`config.mk`:
```
export PLATFORM = sky130hd
export DESIGN_NAME = scr_cfg_top
export DESIGN_NICKNAME = d
export VERILOG_FILES = /design/src/scr_pkg.sv /design/src/scr_wake_if.sv /design/src/scr_key_wake.sv /design/src/scr_cfg_top.sv
export VERILOG_INCLUDE_DIRS = /design/src
export SDC_FILE = /design/constraint.sdc
export NUM_CORES = 1
export LEC_CHECK = 0
export BUFFER_PORTS_ARGS = -buffer_cell sky130_fd_sc_hd__buf_2
export CAP_MARGIN = 20
export CELL_PAD_IN_SITES_DETAIL_PLACEMENT = 1
export CELL_PAD_IN_SITES_GLOBAL_PLACEMENT = 2
export CORE_MARGIN = 2
export CORE_UTILIZATION = 28
export CTS_CLUSTER_DIAMETER = 120
export DETAILED_ROUTE_END_ITERATION = 6
export PLACE_DENSITY_LB_ADDON = 0.25
export SLEW_MARGIN = 30
export SYNTH_ARGS = -nofsm -noshare
export SYNTH_HDL_FRONTEND = slang
export SYNTH_SLANG_ARGS = --single-unit
```
`constraint.sdc`:
```
create_clock -name CLK -period 1.8 [get_ports CLK]
set_input_delay 0.09 -clock CLK [delete_from_list [all_inputs] [get_ports CLK]]
set_output_delay 0.09 -clock CLK [all_outputs]
set_load 0.01 [all_outputs]
```
`src/scr_defs.svh`:
```
// register offsets, field positions, reset values and timing counts of the config slice
`ifndef SCR_DEFS_SVH
`define SCR_DEFS_SVH

// register indices as printed; byte address is four times the index
`define SCR_IDX_MIDI_BASE_HIGH 8'h60
`define SCR_IDX_MIDI_BASE_LOW 8'h61
`define SCR_IDX_SLOW_CLOCK_CONFIG 8'hF0
`define SCR_IDX_FLOPPY_PORT_ROUTING 8'hF1
`define SCR_IDX_WAKE_KEY_CODE 8'hF2
`define SCR_IDX_WAKE_STATUS 8'hF3

// reset values
`define SCR_RST_MIDI_BASE_HIGH 8'h03
`define SCR_RST_MIDI_BASE_LOW 8'h30
`define SCR_RST_SLOW_CLOCK_CONFIG 8'h00
`define SCR_RST_FLOPPY_PORT_ROUTING 8'h00
`define SCR_RST_WAKE_KEY_CODE 8'h00

// field positions
`define SCR_BIT_SLOW_CLOCK_ABSENT 0
`define SCR_BIT_KEY_WAKE_OFF 1
`define SCR_BIT_STAT_WAKE 0
`define SCR_BIT_STAT_SLOW_SEEN 1
`define SCR_BIT_STAT_SLOW_LOST 2
`define SCR_MASK_MIDI_HIGH 8'h0F
`define SCR_MASK_MIDI_LOW 8'hFE
`define SCR_MASK_CFG2 8'h03

// slow clock watchdog: two nominal 32 kHz periods at 50 ns per cycle
`define SCR_CLK_PERIOD_NS 50
`define SCR_SLOW_PERIOD_NS 31250
`define SCR_SLOW_LOST_CYCLES ((2 * `SCR_SLOW_PERIOD_NS) / `SCR_CLK_PERIOD_NS)

`endif

```
`src/scr_pkg.sv`:
```
// types shared by the config slice modules
`default_nettype none
package scr_pkg;
    typedef enum logic [1:0] {
        SCR_ROUTE_BY_PP_MODE = 2'b00,
        SCR_ROUTE_DRIVE1_PP = 2'b01,
        SCR_ROUTE_BOTH_PP = 2'b10,
        SCR_ROUTE_RESERVED = 2'b11
    } scr_route_e;

    typedef enum logic [1:0] {
        SCR_WK_IDLE = 2'b00,
        SCR_WK_ARMED = 2'b01,
        SCR_WK_HIT = 2'b10
    } scr_wake_e;
endpackage
`default_nettype wire

```
`src/scr_wake_if.sv`:
```
// carrier between the register slice and the key wake logic
`timescale 1ns/10ps
`default_nettype none
interface scr_wake_if;
    logic slow_tick;
    logic logic_on;
    logic [7:0] wake_code;
    logic key_valid;
    logic [7:0] key_code;
    logic wake_clear;
    logic wake_flag;

    modport regs (output slow_tick, output logic_on, output wake_code, output key_valid,
        output key_code, output wake_clear, input wake_flag);
    modport wake (input slow_tick, input logic_on, input wake_code, input key_valid,
        input key_code, input wake_clear, output wake_flag);
endinterface
`default_nettype wire

```
`src/scr_key_wake.sv`:
```
// wake-on-key logic, advanced only by gated slow clock ticks
`timescale 1ns/10ps
`default_nettype none
module scr_key_wake
    import scr_pkg::*;
(
    // clock and reset
    input wire logic clk,
    input wire logic srst,
    // link to the register slice
    scr_wake_if.wake wk
);
    scr_wake_e state_q;
    logic [7:0] key_q;
    logic flag_q;
    logic hit;

    ////////////////////////////////////////////////////////////////////////////////
    // keys are latched at system rate; comparison only runs on slow ticks
    always_ff @(posedge clk) begin
        if (srst || !wk.logic_on) begin
            key_q <= 8'h00;
        end else if (wk.key_valid) begin
            key_q <= wk.key_code;
        end
    end

    always_ff @(posedge clk) begin
        if (srst || !wk.logic_on) begin
            state_q <= SCR_WK_IDLE;
        end else if (wk.slow_tick) begin
            case (state_q)
                SCR_WK_IDLE: state_q <= SCR_WK_ARMED;
                SCR_WK_ARMED: state_q <= (key_q == wk.wake_code) ? SCR_WK_HIT : SCR_WK_ARMED;
                SCR_WK_HIT: state_q <= SCR_WK_IDLE;
                default: state_q <= SCR_WK_IDLE;
            endcase
        end
    end

    assign hit = wk.slow_tick && (state_q == SCR_WK_ARMED) && (key_q == wk.wake_code);

    // set wins over a clear in the same cycle
    always_ff @(posedge clk) begin
        if (srst) begin
            flag_q <= 1'b0;
        end else if (hit) begin
            flag_q <= 1'b1;
        end else if (wk.wake_clear) begin
            flag_q <= 1'b0;
        end
    end

    assign wk.wake_flag = flag_q;
endmodule
`default_nettype wire

```
`src/scr_cfg_top.sv`:
```
// configuration register slice: slow clock, key wake, floppy routing, midi base decode
//
// Register access over APB was decided locally.
`timescale 1ns/10ps
`default_nettype none
`include "scr_defs.svh"
module scr_cfg_top
    import scr_pkg::*;
(
    // clock and reset
    input wire logic CLK,
    input wire logic SRST,
    // apb slave
    input wire logic PSEL,
    input wire logic PENABLE,
    input wire logic PWRITE,
    input wire logic [11:0] PADDR,
    input wire logic [31:0] PWDATA,
    output logic [31:0] PRDATA,
    output logic PREADY,
    output logic PSLVERR,
    // slow clock and keyboard
    input wire logic SLOW_CLOCK_INPUT_PIN,
    input wire logic KEY_VALID,
    input wire logic [7:0] KEY_CODE,
    output logic WAKE_EVENT,
    output logic SLOW_CLOCK_ABSENT_FLAG,
    output logic KEY_WAKE_LOGIC_OFF,
    // floppy on parallel port
    input wire logic FLOPPY_PORT_ROUTING_SELECT,
    input wire logic PP_MODE_DRIVE0_PP,
    input wire logic PP_MODE_DRIVE1_PP,
    output logic DRIVE0_ON_PP,
    output logic DRIVE1_ON_PP,
    // host io decode
    input wire logic IO_VALID,
    input wire logic [11:0] IO_ADDR,
    output logic MIDI_SELECT
);
    ////////////////////////////////////////////////////////////////////////////////
    // register state

    logic [7:0] midi_base_addr_high_q;
    logic [7:0] midi_base_addr_low_q;
    logic [7:0] slow_clock_config_q;
    logic [7:0] floppy_port_routing_q;
    logic [7:0] wake_key_code_q;
    logic slow_seen_q;
    logic slow_lost_q;
    logic [31:0] prdata_q;
    logic drive0_pp_q;
    logic drive1_pp_q;
    logic midi_sel_q;
    logic slow_pin_q;
    logic [15:0] lost_cnt_q;

    logic setup;
    logic wr_en;
    logic addr_ok;
    logic [7:0] rd_byte;
    logic slow_rise;
    logic slow_tick;
    logic wake_clear;
    logic [7:0] wdat;
    logic drive0_pp_d;
    logic drive1_pp_d;
    scr_route_e route;

    scr_wake_if wk ();

    ////////////////////////////////////////////////////////////////////////////////
    // helpers

    // register index carried in PADDR[9:2]; bits 11:10 and 1:0 must be zero
    function automatic logic idx_hit(input logic [11:0] addr, input logic [7:0] idx);
        idx_hit = (addr[1:0] == 2'h0) && (addr[11:10] == 2'h0) && (addr[9:2] == idx);
    endfunction

    function automatic logic idx_mapped(input logic [11:0] addr);
        idx_mapped = idx_hit(addr, `SCR_IDX_MIDI_BASE_HIGH) || idx_hit(addr, `SCR_IDX_MIDI_BASE_LOW)
            || idx_hit(addr, `SCR_IDX_SLOW_CLOCK_CONFIG) || idx_hit(addr, `SCR_IDX_FLOPPY_PORT_ROUTING)
            || idx_hit(addr, `SCR_IDX_WAKE_KEY_CODE) || idx_hit(addr, `SCR_IDX_WAKE_STATUS);
    endfunction

    ////////////////////////////////////////////////////////////////////////////////
    // apb slave: zero wait states, read data captured in the setup cycle

    assign setup = PSEL && !PENABLE;
    assign addr_ok = idx_mapped(PADDR);
    assign wr_en = PSEL && PENABLE && PWRITE && addr_ok;
    assign wdat = PWDATA[7:0];
    assign PREADY = 1'b1;
    assign PSLVERR = PSEL && PENABLE && !addr_ok;

    always_comb begin
        rd_byte = 8'h00;
        if (idx_hit(PADDR, `SCR_IDX_MIDI_BASE_HIGH)) begin
            rd_byte = midi_base_addr_high_q;
        end else if (idx_hit(PADDR, `SCR_IDX_MIDI_BASE_LOW)) begin
            rd_byte = midi_base_addr_low_q;
        end else if (idx_hit(PADDR, `SCR_IDX_SLOW_CLOCK_CONFIG)) begin
            rd_byte = slow_clock_config_q;
        end else if (idx_hit(PADDR, `SCR_IDX_FLOPPY_PORT_ROUTING)) begin
            rd_byte = floppy_port_routing_q;
        end else if (idx_hit(PADDR, `SCR_IDX_WAKE_KEY_CODE)) begin
            rd_byte = wake_key_code_q;
        end else if (idx_hit(PADDR, `SCR_IDX_WAKE_STATUS)) begin
            rd_byte = {5'h00, slow_lost_q, slow_seen_q, wk.wake_flag};
        end
    end

    always_ff @(posedge CLK) begin
        if (SRST) begin
            prdata_q <= 32'h0000_0000;
        end else if (setup && !PWRITE) begin
            prdata_q <= {24'h000000, rd_byte};
        end
    end

    assign PRDATA = prdata_q;

    ////////////////////////////////////////////////////////////////////////////////
    // register writes; unused bits are never stored so they read zero

    always_ff @(posedge CLK) begin
        if (SRST) begin
            midi_base_addr_high_q <= `SCR_RST_MIDI_BASE_HIGH;
        end else if (wr_en && idx_hit(PADDR, `SCR_IDX_MIDI_BASE_HIGH)) begin
            midi_base_addr_high_q <= wdat & `SCR_MASK_MIDI_HIGH;
        end
    end

    // bit 0 forced to zero even if software breaks the write convention
    always_ff @(posedge CLK) begin
        if (SRST) begin
            midi_base_addr_low_q <= `SCR_RST_MIDI_BASE_LOW;
        end else if (wr_en && idx_hit(PADDR, `SCR_IDX_MIDI_BASE_LOW)) begin
            midi_base_addr_low_q <= wdat & `SCR_MASK_MIDI_LOW;
        end
    end

    always_ff @(posedge CLK) begin
        if (SRST) begin
            slow_clock_config_q <= `SCR_RST_SLOW_CLOCK_CONFIG;
        end else if (wr_en && idx_hit(PADDR, `SCR_IDX_SLOW_CLOCK_CONFIG)) begin
            slow_clock_config_q <= wdat & `SCR_MASK_CFG2;
        end
    end

    always_ff @(posedge CLK) begin
        if (SRST) begin
            floppy_port_routing_q <= `SCR_RST_FLOPPY_PORT_ROUTING;
        end else if (wr_en && idx_hit(PADDR, `SCR_IDX_FLOPPY_PORT_ROUTING)) begin
            floppy_port_routing_q <= wdat & `SCR_MASK_CFG2;
        end
    end

    always_ff @(posedge CLK) begin
        if (SRST) begin
            wake_key_code_q <= `SCR_RST_WAKE_KEY_CODE;
        end else if (wr_en && idx_hit(PADDR, `SCR_IDX_WAKE_KEY_CODE)) begin
            wake_key_code_q <= wdat;
        end
    end

    // write one to a status bit clears it
    assign wake_clear = wr_en && idx_hit(PADDR, `SCR_IDX_WAKE_STATUS) && wdat[`SCR_BIT_STAT_WAKE];

    ////////////////////////////////////////////////////////////////////////////////
    // slow clock: edge detect, presence and watchdog

    always_ff @(posedge CLK) begin
        if (SRST) begin
            slow_pin_q <= 1'b0;
        end else begin
            slow_pin_q <= SLOW_CLOCK_INPUT_PIN;
        end
    end

    // a grounded pin must never be trusted to tick
    assign slow_rise = SLOW_CLOCK_INPUT_PIN && !slow_pin_q
        && !slow_clock_config_q[`SCR_BIT_SLOW_CLOCK_ABSENT];

    // ticks blocked while the wake logic is off, so it holds still
    assign slow_tick = slow_rise && !slow_clock_config_q[`SCR_BIT_KEY_WAKE_OFF];

    always_ff @(posedge CLK) begin
        if (SRST) begin
            slow_seen_q <= 1'b0;
        end else if (slow_rise) begin
            slow_seen_q <= 1'b1;
        end else if (wr_en && idx_hit(PADDR, `SCR_IDX_WAKE_STATUS) && wdat[`SCR_BIT_STAT_SLOW_SEEN]) begin
            slow_seen_q <= 1'b0;
        end
    end

    // counts only while the clock is declared present
    always_ff @(posedge CLK) begin
        if (SRST || slow_rise || slow_clock_config_q[`SCR_BIT_SLOW_CLOCK_ABSENT]) begin
            lost_cnt_q <= 16'h0000;
        end else if (lost_cnt_q != 16'(`SCR_SLOW_LOST_CYCLES)) begin
            lost_cnt_q <= lost_cnt_q + 16'h0001;
        end
    end

    always_ff @(posedge CLK) begin
        if (SRST) begin
            slow_lost_q <= 1'b0;
        end else if (lost_cnt_q == 16'(`SCR_SLOW_LOST_CYCLES) - 16'h0001) begin
            slow_lost_q <= 1'b1;
        end else if (wr_en && idx_hit(PADDR, `SCR_IDX_WAKE_STATUS) && wdat[`SCR_BIT_STAT_SLOW_LOST]) begin
            slow_lost_q <= 1'b0;
        end
    end

    assign SLOW_CLOCK_ABSENT_FLAG = slow_clock_config_q[`SCR_BIT_SLOW_CLOCK_ABSENT];
    assign KEY_WAKE_LOGIC_OFF = slow_clock_config_q[`SCR_BIT_KEY_WAKE_OFF];

    ////////////////////////////////////////////////////////////////////////////////
    // key wake logic

    assign wk.slow_tick = slow_tick;
    assign wk.logic_on = !slow_clock_config_q[`SCR_BIT_KEY_WAKE_OFF];
    assign wk.wake_code = wake_key_code_q;
    assign wk.key_valid = KEY_VALID;
    assign wk.key_code = KEY_CODE;
    assign wk.wake_clear = wake_clear;

    scr_key_wake u_key_wake (
        .clk(CLK),
        .srst(SRST),
        .wk(wk.wake)
    );

    assign WAKE_EVENT = wk.wake_flag;

    ////////////////////////////////////////////////////////////////////////////////
    // floppy drive routing onto parallel port pins

    assign route = scr_route_e'(floppy_port_routing_q[1:0]);

    always_comb begin
        drive0_pp_d = 1'b0;
        drive1_pp_d = 1'b0;
        case (route)
            SCR_ROUTE_BY_PP_MODE: begin
                drive0_pp_d = PP_MODE_DRIVE0_PP;
                drive1_pp_d = PP_MODE_DRIVE1_PP;
            end
            SCR_ROUTE_DRIVE1_PP: begin
                drive1_pp_d = !FLOPPY_PORT_ROUTING_SELECT;
            end
            SCR_ROUTE_BOTH_PP: begin
                drive0_pp_d = !FLOPPY_PORT_ROUTING_SELECT;
                drive1_pp_d = !FLOPPY_PORT_ROUTING_SELECT;
            end
            // reserved code leaves the parallel port to the printer
            default: begin
                drive0_pp_d = 1'b0;
                drive1_pp_d = 1'b0;
            end
        endcase
    end

    always_ff @(posedge CLK) begin
        if (SRST) begin
            drive0_pp_q <= 1'b0;
            drive1_pp_q <= 1'b0;
        end else begin
            drive0_pp_q <= drive0_pp_d;
            drive1_pp_q <= drive1_pp_d;
        end
    end

    assign DRIVE0_ON_PP = drive0_pp_q;
    assign DRIVE1_ON_PP = drive1_pp_q;

    ////////////////////////////////////////////////////////////////////////////////
    // midi base address decode; a two-byte window, bit 0 ignored

    always_ff @(posedge CLK) begin
        if (SRST) begin
            midi_sel_q <= 1'b0;
        end else begin
            midi_sel_q <= IO_VALID && (IO_ADDR[11:1] ==
                {midi_base_addr_high_q[3:0], midi_base_addr_low_q[7:1]});
        end
    end

    assign MIDI_SELECT = midi_sel_q;
endmodule
`default_nettype wire

```
==> run metrics, run 1 <==
run status=finished, final reports clean; GRT Total Usage=0.157; Avg Inst Size Synth=8.34 µm²; Clock Path Buffers=2; Nets=570; first-pass GRT wire length=16,200 µm; Register-to-Register Path Depth=4; Final Cycle Share=0.904; post-route minimum period=1.63 ns; R2R Setup Slk=0.17 ns; final number of setup-violating endpoints=0; Starting Density=0.285; fmax=615 MHz; diode count=0; Worst R2R Start=lost_cnt_q[3]; I/O pin total=115; WHS Endpoint=u_key_wake.key_q[4]; drt total wl=9990 µm; WP data required=2.05 ns; fin. max-slew vios=0; 1st-iter DRT viols=82; VDD IR max=0.671 mV; Die Y=114 µm; RR Endpoint=lost_cnt_q[15]; total power=3.70 mW; residual antenna-violating net count after detailed routing=0; area grow syn2layout=26.0%; die footprint=13,100 µm²; RSZ-0062 raised after global routing=false; max_cap viols=0; Pleak=1.72 nW; Clock Skew=0.00603 ns; Post-Synthesis Cells=408; Finished Layout Cells=641; CTS root buf=clkbuf_16; Hold Startpoint=KEY_CODE[4]; Slew headroom=0.601; Async SR Flop Fraction=0; dpl cells=623; largest net degree at the start of global routing=20; CTS clock-pin slew for the worst setup and hold paths=0.05 ns; Ys Warns=0; vias per inst=4.91; hold_ws=0.00375 ns; GP Congestion=0.812; Synth Cell Area=3400 µm²; DR DRC count=0; CP arrival=1.88 ns; core area=12,000 µm²; Final Hold Viols=0; Setup TNS=0 ns; CTS tree=done; H-tree depth=3; share of the synthesized area in the top cell type=0.376; Hold Path Depth=3; routed via count=3,149; pin slew with the least headroom to its limit=0.594 ns; Synth cell types=54; leading area contributor after synthesis=dfxtp_1; CTS buffer count=9; crit path kind=flop to flop; number of synthesized flops with an enable pin=0; Die Width=114 µm; crit-path max FO=5; synthesized flop and latch total=64; GR Overflow Total=0; initial antenna violation count=0; DP Wirelength=7590 µm; main flop type after synthesis=dfxtp_1; Crit. End Element=flop; ranking of synthesized cells by area=dfxtp_1 (38%), buf_4 (5.5%), o21ai_0 (5.1%); Clock Sink Count=64; layout cell share with drive strength beyond 1=0.223; Core Rows=40; DR WL/cell=15.6 µm; IO Port Bufs=64; first-pass detailed-route iteration total=4; worst min path class=primary input to flop; Worst Setup Start Kind=flop; Seq/Total Area, Yosys=0.376; vias in the first global route=3,222; clock latency on the worst-skew pair=0.33 ns; Pwr Density=864 nW/µm²
-- per-stage QoR --
step / area, µm² / worst slack [ns] / utilization
after detailed placement: 3930 / 0.102 / 0.329
after floorplan: 3490 / 0.165 / -
final: 4290 / 0.173 / 0.358
after CTS: 4280 / 0.0961 / 0.358
after global routing: 4290 / 0.00369 / 0.358
after global placement: 3930 / 0.131 / 0.329
-- cell usage in the layout (no fill, tap or decap), types with 3 or more instances in the layout --
master,Yosys,layout
nor2_1,29,29
dfxtp_1,64,64
mux2i_1,14,14
nor3_1,10,10
conb_1,2,25
inv_1,11,11
nand3_1,30,30
xnor2_1,16,16
buf_4,25,26
clkbuf_16,0,9
a211o_1,3,3
and4_1,5,5
a22oi_1,3,3
ha_1,6,6
nand2_1,19,19
or3_1,7,7
xor2_1,12,12
a32oi_1,4,4
clkbuf_8,0,3
o21ai_0,35,35
buf_2,4,64
nor4_1,5,5
nor2b_1,3,3
a21oi_1,32,32
nand4_1,13,13
and3_1,6,6
-- logic make-up after synthesis --
group,Yosys count,share of synthesized area
other cells,2,0.00221
xor+xnor,28,0.0721
flops,64,0.376
fa+ha+maj,6,0.0221
simple gates,147,0.236
compound gates,90,0.156
mux,14,0.0412
buf+inv,57,0.0941
-- worst max-delay path by stage --
stage	startpoint	to	cells past startpoint	slack, ns
2_1_floorplan	lost_cnt_q[1]	lost_cnt_q[15]	4	0.16
3_5_place_dp	lost_cnt_q[3]	lost_cnt_q[15]	4	0.10
3_3_place_gp	lost_cnt_q[3]	lost_cnt_q[15]	4	0.13
4_1_cts	lost_cnt_q[3]	lost_cnt_q[15]	4	0.1
5_1_grt	lost_cnt_q[0]	lost_cnt_q[14]	6	0.004
6_report	lost_cnt_q[3]	lost_cnt_q[15]	4	0.17
-- synthesized netlist by cell type, drive strengths merged (4+ instances only) --
master,instances
a21oi,32
a32oi,4
and3,6
and4,5
buf,30
clkbuf,16
dfxtp,64
ha,6
inv,11
mux2i,14
nand2,20
nand3,30
nand4,13
nor2,29
nor3,10
nor4,6
o21ai,36
or3,7
xnor2,16
xor2,12
-- report_power, final --
part | total [mW] | switching (mW) | internal [mW]
combinational | 0.298 | 0.178 | 0.121
sequential | 1.46 | 0.0143 | 1.44
clock | 1.95 | 0.621 | 1.33
-- critical path, stage by stage (launching register included) --
cell     delay, ns
dfxtp_1       0.38
nand4_1       0.14
or4_4         0.54
or3_1         0.36
a21oi_1       0.14
-- what timing repair did --
action	4_1_cts	5_1_grt
gates resized for setup	0	1
endpoints found under the setup margin	0	1
setup buffers	0	0
endpoints found under the hold margin	2	0
hold buffers	2	0
-- flip-flops by register name, indices dropped and copies added, names as in the netlist, 2 cells and up --
register / cells
midi_base_addr_low_q: 7
u_key_wake.key_q: 8
u_key_wake.state_q: 2
slow_clock_config_q: 2
lost_cnt_q: 16
PRDATA: 8
floppy_port_routing_q: 2
wake_key_code_q: 8
midi_base_addr_high_q: 4
-- area by class of cell --
type | count | area [µm²]
fillers | 1456 | 7670
inverters | 11 | 41.3
repair buffers | 93 | 556
well taps | 147 | 184
flip-flops and latches | 64 | 1280
multi-input cells | 310 | 1890
clock inverters | 2 | 60.1
clock buffers | 14 | 274
-- metal layers --
layer  vias up  GRT usage  part of all wire
met4         0     0.0431             0.012
met5         -          0                 0
met1      1483      0.205              0.48
met2        83      0.261              0.46
li1       1572          -                 -
met3        11     0.0376             0.054
No activity file was read; power rests on OpenSTA's default activity.
==> run 2: changes to the inputs <==
--- a/config.mk
+++ b/config.mk
@@ -6,12 +6,13 @@
 export SDC_FILE = /design/constraint.sdc
 export NUM_CORES = 1
 export LEC_CHECK = 0
+export ABC_AREA = 1
 export BUFFER_PORTS_ARGS = -buffer_cell sky130_fd_sc_hd__buf_2
 export CAP_MARGIN = 20
 export CELL_PAD_IN_SITES_DETAIL_PLACEMENT = 1
 export CELL_PAD_IN_SITES_GLOBAL_PLACEMENT = 2
 export CORE_MARGIN = 2
-export CORE_UTILIZATION = 28
+export CORE_UTILIZATION = 27
 export CTS_CLUSTER_DIAMETER = 120
 export DETAILED_ROUTE_END_ITERATION = 6
 export PLACE_DENSITY_LB_ADDON = 0.25
==> run 2 against run 1 <==
Via count increased by 6.2%. Die area is 5.7% higher. First-iteration DRC count increased by 32%. Final area is 0.29% lower. Sequential share of layout area grew 0.087 points. Power fell by 4.5%. Register-to-register slack better by 0.07 ns. Clock-buffer cell count fell by 1. Fmax is 4.4% higher. Synthesized cell count increased by 25%. Core utilization fell by 1.8 points.
==> run metrics, run 2 <==
fmax=642 MHz; most common cell in the netlist=nand2_1; most common cell after layout, fill and taps aside=nand2_1; Starting Density=0.276; Finished Layout Cells=763; ranking of synthesized cells by area=dfxtp_1 (37%), nand2_1 (12%), nor2_1 (7.0%); run status=finished, final reports clean; crit path kind=flop to flop; worst setup margin=0.241 ns; register area=1280 µm²; Clk pwr share=0.503; Internal=2.70 mW; GP Congestion=0.779; 1st-iter DRT viols=108; DR WL/cell=13.1 µm; XOR/XNOR Fraction of Synth Area=0.0176; Worst Setup Start Kind=flop; residual antenna-violating net count after detailed routing=0; synthesized flop and latch total=64; Pleak=2.01 nW; Clock Sink Count=64; vias per inst=4.38; Die Width=117 µm; hold_ws=0.00106 ns; Reg with most FFs=lost_cnt_q; RSZ-0062 raised after global routing=false; I/O pin total=115; IO Port Bufs=64; leading area contributor after synthesis=dfxtp_1; die footprint=13,800 µm²; WP data required=2.02 ns; final core utilization=0.340; Pwr Density=827 nW/µm²; number of synthesized flops with an enable pin=0; Ys Warns=0; mux cell area share after synthesis=0; Final Hold Viols=0; CTS clock-pin slew for the worst setup and hold paths=0.06 ns; area grow syn2layout=23.0%; final number of setup-violating endpoints=0; routed via count=3,344; Synth Area in Simple Gates=0.309; area occupied by multi-input gates=1790 µm²; first-pass detailed-route iteration total=4; Clock Skew=0.00630 ns; Post-Synthesis Cells=509; post-synthesis compound-gate area fraction=0.140; max_cap viols=0; VDD IR max=0.487 mV; Async SR Flop Fraction=0; total power=3.53 mW; Synth cell types=40; Crit. End Element=flop; Core Rows=41; Reg power frac=0.413; worst min path class=primary input to flop; Hold Path Depth=2; Comb power frac=0.084; DR DRC count=0; most frequent cells in the layout=nand2_1 (112), dfxtp_1 (64), nor2_1 (64), buf_2 (64), inv_1 (59); layout cell share with drive strength beyond 1=0.184; final instance area=4280 µm²; fin. max-slew vios=0; Seq/Total Area, Yosys=0.369; most frequent cells after synthesis=nand2_1 (112), nor2_1 (65), dfxtp_1 (64), inv_1 (59), a21oi_1 (37); core area=12,600 µm²; Register-to-Register Path Depth=8; CTS buffer count=9; Adder-Cell Fraction of Synth Area=0.0216; Setup TNS=0 ns; largest net degree at the start of global routing=17; main flop type after synthesis=dfxtp_1; diode count=0; H-tree depth=3; Clock Path Buffers=2; crit-path max FO=6; CTS tree=done; dpl ws=0.231 ns; Nets=667; Synth Cell Area=3470 µm²; # Post-CTS Setup Buffers=0; Final Cycle Share=0.866; drt total wl=9970 µm; Die Y=117 µm; Avg Inst Size Synth=6.83 µm²; CP arrival=1.78 ns; initial antenna violation count=0; Switching Fraction=0.237; Net Sw Power=0.838 mW; FILL cells=1,615; clock latency on the worst-skew pair=0.33 ns; CTS root buf=clkbuf_16; GRT Total Usage=0.150; DP Wirelength=8090 µm; DP Area=3910 µm²; vias in the first global route=3,340; GR Overflow Total=0; max reg flops=16; post-route minimum period=1.56 ns; largest family of logic cells by synthesized area=simple AND/OR/NAND/NOR gates; dpl cells=741; share of the synthesized area in the top cell type=0.369; first-pass GRT wire length=16,600 µm
==> run 2: cell type report <==
| cell class | instances | area share |
|---|---|---|
| Inverter | 68 | 0.0597 |
| Timing Repair Buffer | 77 | 0.101 |
| Tap cell | 172 | 0.0503 |
| Clock buffer | 13 | 0.0609 |
| Sequential cell | 64 | 0.300 |
| Multi-Input combinational cell | 366 | 0.419 |
| Clock inverter | 3 | 0.00936 |
==> run 2: worst paths after layout <==
kind | start | to | slack [ns]
setup / recovery | lost_cnt_q[0] | lost_cnt_q[12] | 0.24
hold / removal | SRST | DRIVE0_ON_PP | 0.001
setup reg to reg | lost_cnt_q[0] | lost_cnt_q[12] | 0.24
hold reg to reg | lost_cnt_q[15] | lost_cnt_q[15] | 0.45
==> run 2: metal layers <==
layer  vias to the layer above  GRT usage  wire [µm]
met1                      1539      0.200       5000
li1                       1736          -          -
met4                         0     0.0542        138
met3                        11     0.0297        326
met2                        58      0.241       4500
met5                         -          0          0
==> run 2: kinds of logic after synthesis <==
| group | Yosys count |
|---|---|
| xor+xnor | 7 |
| fa+ha+maj | 6 |
| simple gates | 241 |
| buf+inv | 102 |
| compound gates | 87 |
| flops | 64 |
| other cells | 2 |
==> run 2: critical path, cell delays in order (launching register included) <==
cell     delay, ns
dfxtp_1       0.42
ha_1          0.22
nand3_1       0.12
nor2_2        0.12
nand2_1       0.10
nor2_1        0.14
nand2_1       0.10
o21ai_0       0.16
a21oi_1       0.05
==> run 2: power groups by stage <==
stage	clock, mW	combinational, mW	sequential (mW)
final	1.78	0.297	1.46
after global routing	1.89	0.339	1.46
after CTS	1.82	0.301	1.46
after detailed placement	0	0.290	1.49
after global placement	0	0.283	1.49
after floorplan	0	0.194	1.49
==> run 2: timing repair <==
item,4_1_cts,5_1_grt
hold buffers,6,0
gates resized for setup,0,1
setup endpoints to repair,0,3
endpoints found under the hold margin,6,0
